$ cat config.mk
export PLATFORM = sky130hd
export DESIGN_NAME = annp_regs
export DESIGN_NICKNAME = d
export VERILOG_FILES = /design/src/core/annp_pkg.sv /design/src/core/annp_regs.sv
export VERILOG_INCLUDE_DIRS = /design/src /design/src/core
export SDC_FILE = /design/constraint.sdc
export NUM_CORES = 1
export LEC_CHECK = 0
export BUFFER_PORTS_ARGS = -buffer_cell sky130_fd_sc_hd__clkbuf_2
export CAP_MARGIN = 20
export CORE_MARGIN = 5
export CORE_UTILIZATION = 30
export DETAILED_ROUTE_END_ITERATION = 16
export GPL_TIMING_DRIVEN = 0
export PLACE_DENSITY_LB_ADDON = 0.08
export SYNTH_ARGS = -nofsm -noshare
export SYNTH_HDL_FRONTEND = slang
export SYNTH_SLANG_ARGS = --single-unit
$ cat constraint.sdc
create_clock -name ref_clk_in -period 1.9 [get_ports ref_clk_in]
set_clock_uncertainty 0.1 [all_clocks]
set_input_delay 0.19 -clock ref_clk_in [delete_from_list [all_inputs] [get_ports ref_clk_in]]
set_output_delay 0.19 -clock ref_clk_in [all_outputs]
set_load 0.03 [all_outputs]
$ cat src/core/annp_cfg.svh
`ifndef ANNP_CFG_SVH
`define ANNP_CFG_SVH

// Register word indices; byte address is four times the index
`define ANNP_IDX_STATUS 6'h06
`define ANNP_IDX_TX 6'h07
`define ANNP_IDX_RX 6'h08

// Word geometry
`define ANNP_WORD_W 16
`define ANNP_CODE_W 11
`define ANNP_STAT_PAGE_RX 1

// Reset values and alignment
`define ANNP_TX_RST 16'h2001
`define ANNP_RX_RST 16'h2001
`define ANNP_NULL_CODE 11'h001
`define ANNP_MP_RST 1'b1
`define ANNP_ZERO32 32'h0000_0000
`define ANNP_ALIGN 2'h0

`endif

$ cat src/core/annp_pkg.sv
package annp_pkg;

    // Link code word as carried on the next-page exchange
    typedef struct packed {
        logic more_pages_flag;
        logic ack;
        logic message_page_select;
        logic comply_flag;
        logic toggle_echo;
        logic [10:0] code;
    } annp_word_type;

    // APB request as seen by the slave
    typedef struct packed {
        logic psel;
        logic penable;
        logic pwrite;
        logic [7:0] paddr;
        logic [31:0] pwdata;
    } annp_apb_req_type;

endpackage : annp_pkg

$ cat src/core/annp_regs.sv
`timescale 1ns/1ns
`include "annp_cfg.svh"

module annp_regs
    import annp_pkg::*;
(
    input wire logic ref_clk_in,
    input wire logic rstn_in,
    input wire logic psel_in,
    input wire logic penable_in,
    input wire logic pwrite_in,
    input wire logic [7:0] paddr_in,
    input wire logic [31:0] pwdata_in,
    output logic [31:0] prdata_out,
    output logic pready_out,
    output logic pslverr_out,
    input wire logic rx_page_valid_in,
    input wire annp_word_type rx_page_word_in,
    input wire logic tx_ack_in,
    input wire logic tx_page_sent_in,
    output annp_word_type next_page_word_out,
    output logic code_is_message_out,
    output logic page_received_out
);

    ////////////////////////////////////////////////////////////////////////
    // Bus decode

    annp_apb_req_type req;
    logic pready_q;
    logic [31:0] prdata_q;
    logic [31:0] prdata_d;
    logic pslverr_q;
    logic setup_w;
    logic fire_w;
    logic aligned_w;
    logic [5:0] idx_w;
    logic hit_tx_w;
    logic hit_rx_w;
    logic hit_stat_w;
    logic wr_tx_w;
    logic rd_stat_w;

    assign req.psel = psel_in;
    assign req.penable = penable_in;
    assign req.pwrite = pwrite_in;
    assign req.paddr = paddr_in;
    assign req.pwdata = pwdata_in;

    // Answer in the first cycle of the access phase, one cycle after setup
    assign setup_w = req.psel & ~req.penable & ~pready_q;
    assign fire_w = req.psel & req.penable & pready_q;

    assign aligned_w = (req.paddr[1:0] == `ANNP_ALIGN);
    assign idx_w = req.paddr[7:2];
    assign hit_tx_w = aligned_w & (idx_w == `ANNP_IDX_TX);
    assign hit_rx_w = aligned_w & (idx_w == `ANNP_IDX_RX);
    assign hit_stat_w = aligned_w & (idx_w == `ANNP_IDX_STATUS);

    assign wr_tx_w = fire_w & req.pwrite & hit_tx_w;
    assign rd_stat_w = fire_w & ~req.pwrite & hit_stat_w;

    ////////////////////////////////////////////////////////////////////////
    // Register state

    logic np_q;
    logic ack_q;
    logic mp_q;
    logic comply_q;
    logic tog_q;
    logic [10:0] code_q;
    annp_word_type tx_word_w;
    annp_word_type wr_word_w;
    annp_word_type rx_q;
    logic page_rx_q;
    logic msg_q;

    assign wr_word_w = annp_word_type'(req.pwdata[`ANNP_WORD_W-1:0]);

    always_comb begin
        tx_word_w.more_pages_flag = np_q;
        tx_word_w.ack = ack_q;
        tx_word_w.message_page_select = mp_q;
        tx_word_w.comply_flag = comply_q;
        tx_word_w.toggle_echo = tog_q;
        tx_word_w.code = code_q;
    end

    ////////////////////////////////////////////////////////////////////////
    // Outgoing word

    // Writes to bits 14 and 11 are dropped; hardware owns them
    always_ff @(posedge ref_clk_in or negedge rstn_in) begin
        if (!rstn_in) begin
            {np_q, ack_q, mp_q, comply_q, tog_q, code_q} <= `ANNP_TX_RST;
        end else begin
            if (wr_tx_w) begin
                np_q <= wr_word_w.more_pages_flag;
                mp_q <= wr_word_w.message_page_select;
                comply_q <= wr_word_w.comply_flag;
                code_q <= wr_word_w.code;
            end
            ack_q <= tx_ack_in;
            if (tx_page_sent_in) begin
                tog_q <= ~tog_q;
            end
        end
    end

    // Code kind follows the stored message-page flag
    always_ff @(posedge ref_clk_in or negedge rstn_in) begin
        if (!rstn_in) begin
            msg_q <= `ANNP_MP_RST;
        end else begin
            msg_q <= mp_q;
        end
    end

    ////////////////////////////////////////////////////////////////////////
    // Incoming word

    // Read-only to software; only a completed word changes it
    always_ff @(posedge ref_clk_in or negedge rstn_in) begin
        if (!rstn_in) begin
            rx_q <= annp_word_type'(`ANNP_RX_RST);
        end else if (rx_page_valid_in) begin
            rx_q.more_pages_flag <= rx_page_word_in.more_pages_flag;
            rx_q.ack <= rx_page_word_in.ack;
            rx_q.message_page_select <= rx_page_word_in.message_page_select;
            rx_q.comply_flag <= rx_page_word_in.comply_flag;
            rx_q.toggle_echo <= ~rx_page_word_in.toggle_echo;
            rx_q.code <= rx_page_word_in.code;
        end
    end

    ////////////////////////////////////////////////////////////////////////
    // Page received, clear on read

    // A word landing on the clearing read keeps the flag set
    always_ff @(posedge ref_clk_in or negedge rstn_in) begin
        if (!rstn_in) begin
            page_rx_q <= 1'b0;
        end else if (rx_page_valid_in) begin
            page_rx_q <= 1'b1;
        end else if (rd_stat_w) begin
            page_rx_q <= 1'b0;
        end
    end

    ////////////////////////////////////////////////////////////////////////
    // APB slave

    always_comb begin
        prdata_d = `ANNP_ZERO32;
        if (hit_tx_w) begin
            prdata_d[`ANNP_WORD_W-1:0] = tx_word_w;
        end else if (hit_rx_w) begin
            prdata_d[`ANNP_WORD_W-1:0] = rx_q;
        end else if (hit_stat_w) begin
            prdata_d[`ANNP_STAT_PAGE_RX] = page_rx_q;
        end
    end

    // Read data is sampled in setup; a word arriving in the access cycle
    // shows on the next read while the flag stays set
    always_ff @(posedge ref_clk_in or negedge rstn_in) begin
        if (!rstn_in) begin
            pready_q <= 1'b0;
            prdata_q <= `ANNP_ZERO32;
            pslverr_q <= 1'b0;
        end else if (setup_w) begin
            pready_q <= 1'b1;
            prdata_q <= req.pwrite ? `ANNP_ZERO32 : prdata_d;
            pslverr_q <= ~(hit_tx_w | hit_rx_w | hit_stat_w);
        end else begin
            pready_q <= 1'b0;
            prdata_q <= `ANNP_ZERO32;
            pslverr_q <= 1'b0;
        end
    end

    assign prdata_out = prdata_q;
    assign pready_out = pready_q;
    assign pslverr_out = pslverr_q;
    assign next_page_word_out = tx_word_w;
    assign code_is_message_out = msg_q;
    assign page_received_out = page_rx_q;

    ////////////////////////////////////////////////////////////////////////
    // Checks

    logic first_q;

    always_ff @(posedge ref_clk_in or negedge rstn_in) begin
        if (!rstn_in) begin
            first_q <= 1'b1;
        end else begin
            first_q <= 1'b0;
        end
    end
endmodule : annp_regs

==> impl_metrics.tcl <==
set metrics [dict create \
    syn_avg_cell_area_sq_um 12.6 \
    start_util 0.310 \
    grt_pass1_wl_um 9670 \
    ant_nets 0 \
    status "completed" \
    power.internal_mw 1.60 \
    cts.clk_slew.worst_paths_ps 100 \
    switching_power_uw 575 \
    drive_above_1_share 0.485 \
    ys_seq_area_frac 0.578 \
    peakVddDrop_mv 0.240 \
    die_w_um 96.8 \
    holdCritPathClass "in2reg" \
    placement.cell_area_sq_mm 0.00286 \
    ctsRootBufferMaster "clkbuf_8" \
    io_pins 116 \
    finalInstanceArea_sq_mm 0.00309 \
    nNetsFinal 360 \
    ys_ff_latch 52 \
    antenna_found_initial 0 \
    totalWireLength_um 5850 \
    htreeDepth 2 \
    min_period_over_period 0.941 \
    drc 0 \
    worst_pin_slew_ps 791 \
    syn_area_sq_mm 0.00226 \
    seqPwrFrac 0.548 \
    grt_overflow 0 \
    fp-row-count 31 \
    switching_share 0.264 \
    areaGrowthSynthToFinish_pct 36.5 \
    coreArea_sq_mm 0.00729 \
    slew_headroom 0.471 \
    cts_buffer_depth 2 \
    worstPathMaxFanout 10 \
    cp_slowest_cell "dlygate4sd3_1" \
    die_y_um 96.8 \
    die_area_sq_mm 0.00938 \
    cts_sinks 52 \
    setup_viol 0 \
    fin_crit_ps 1790 \
    maxSlewViolCount 0 \
    gr-usage-all-layers 0.127 \
    crit_type "in2reg" \
    netlist_instances 180 \
    tns_ps 0 \
    startpoint_type "primary input" \
    power_density_mw_per_mm2 705 \
    crit_chain "dlygate4sd3_1 > clkbuf_2 > and4_1 > nand4_2 > buf_6 > mux2_1" \
    clkPwrFrac 0.307 \
    cts_tree "yes" \
    fmax_ghz 0.559 \
    grt_pass1_vias 1823 \
    nFillCells 761 \
    gp_congestion 0.744 \
    cts_made_buffers 5 \
    wire_per_inst_um 14.8 \
    cp_slowest_stage_delay_ps 530 \
    yosys_warnings 0 \
    ys_types 30 \
    vias_per_cell 4.25 \
    combPwrFrac 0.145 \
    required_ps 1990 \
    clk_latency_ps 310 \
    hold_violations 0 \
    leakage_nw 1.55 \
    drt_iter0_markers 21 \
    vias 1682 \
    antennaDiodeCount 0 \
    dr.pass1.iters 4 \
    critical_path_arrival_ps 1880 \
    dpl.hpwl_um 4470 \
    grt_max_degree 31 \
    port_buffers 80 \
    cp-end-kind "flip-flop" \
    cap_viol_max_count 0 \
    rsz0062_at_grt "no" \
]
## cells by family (layout without fill, tap and decap cells)
kind of cell / Yosys count / in the layout / synth area share
multiplexers: 29 / 29 / 0.153
AND/OR/NAND/NOR: 45 / 45 / 0.124
XOR/XNOR: 1 / 1 / 0.00387
other: 1 / 16 / 0.00166
buffers and inverters: 32 / 134 / 0.0918
AO/OA/AOI/OAI: 20 / 20 / 0.0476
flip-flops: 52 / 52 / 0.578
## critical path, delay by kind of cell
kind	cells	cell delay, ps
buffers and inverters	3	910
muxes	1	310
and+or+nand+nor	2	470
## placed cells by master, fill, tap and decap left out, types with 2 or more instances in the layout
cell           instances
dfrtp_1               47
mux2_1                 5
nor2_1                 2
clkbuf_8               6
clkbuf_1               8
dfstp_2                5
conb_1                16
clkbuf_2              81
and4b_1                2
mux2_4                 5
nand3_1               31
buf_4                 21
a21oi_1               16
dlygate4sd3_1         13
mux2_2                19
## synth_stat cells, drive strengths merged
library cell	count	share of area
dfrtp	47	0.52
nand3	31	0.069
mux2	29	0.15
buf	24	0.079
a21oi	16	0.035
clkbuf	8	0.013
dfstp	5	0.058
and4b	2	0.0088
nand4	2	0.0083
nor2	2	0.0033
a211oi	1	0.0033
a21o	1	0.0033
and2	1	0.0028
and3	1	0.0028
and3b	1	0.0039
and4	1	0.0039
conb	1	0.0017
nand2b	1	0.0028
nor3b	1	0.0033
nor4	1	0.0094
nor4b	1	0.0066
o211ai	1	0.0033
o21ai	1	0.0022
xor2	1	0.0039
## cell type report
cell class,instances,area (sq um),area share
plain buffers,32,209,0.0677
clock buffers,7,86.3,0.0280
clock inverters,1,7.51,0.00243
multi-input cells,111,803,0.260
flip-flops and latches,52,1310,0.423
well taps,99,124,0.0401
repair buffers,94,551,0.178
## through the flow
step / utilization / hold WS [ps] / power (mW) / setup slack [ps] / std cells
floorplan: - / -206 / 1.39 / 249 / 195
global placement: 0.390 / 200 / 1.51 / -113 / 374
detailed placement: 0.393 / 138 / 1.51 / -100 / 375
CTS: 0.423 / 1.75 / 2.20 / 71.9 / 396
global route: 0.423 / 7.28 / 2.27 / 17.0 / 396
finish: 0.423 / 8.45 / 2.18 / 112 / 396
## repair_timing
| action | in CTS | in global routing |
|---|---|---|
| setup endpoints to repair | 0 | 5 |
| gates resized for setup | 0 | 2 |
| hold buffers | 13 | 0 |
| endpoints found under the hold margin | 33 | 0 |
| buffers inserted | 0 | 0 |
## power by group through the flow
stage | clock network, mW | registers (mW) | logic, mW
floorplan | 0 | 1.21 | 0.181
global placement | 0 | 1.22 | 0.290
detailed placement | 0 | 1.21 | 0.297
CTS | 0.690 | 1.19 | 0.320
global route | 0.727 | 1.20 | 0.345
finish | 0.667 | 1.19 | 0.316
## state kept, by name, summed over array words and instances, names as in the netlist
register and cells:
ack_q 1, code_is_message_out 1, code_q 11, comply_q 1, mp_q 1, np_q 1
page_received_out 1, prdata_out 16, pready_out 1, pslverr_out 1, rx_q 16, tog_q 1
## worst paths after layout
path,cells after the start,slack (ps),startpoint,end
max,6,110,penable_in,code_q[5]
min,2,8,rx_page_word_in[4],rx_q[4]
max reg2reg,4,240,pready_out,code_q[5]
min reg2reg,0,300,mp_q,code_is_message_out
max in group asynchronous,3,730,rstn_in,rx_q[13]
min in group asynchronous,2,320,rstn_in,code_q[8]
## per-layer routing
metal / track usage / up-vias / wire, um
met2: 0.203 / 53 / 2740
met3: 0.0396 / 6 / 347
met1: 0.166 / 795 / 2700
met5: 0 / - / 0
met4: 0.0356 / 0 / 68
li1: - / 828 / -
Power figures use the tool's default switching activity.
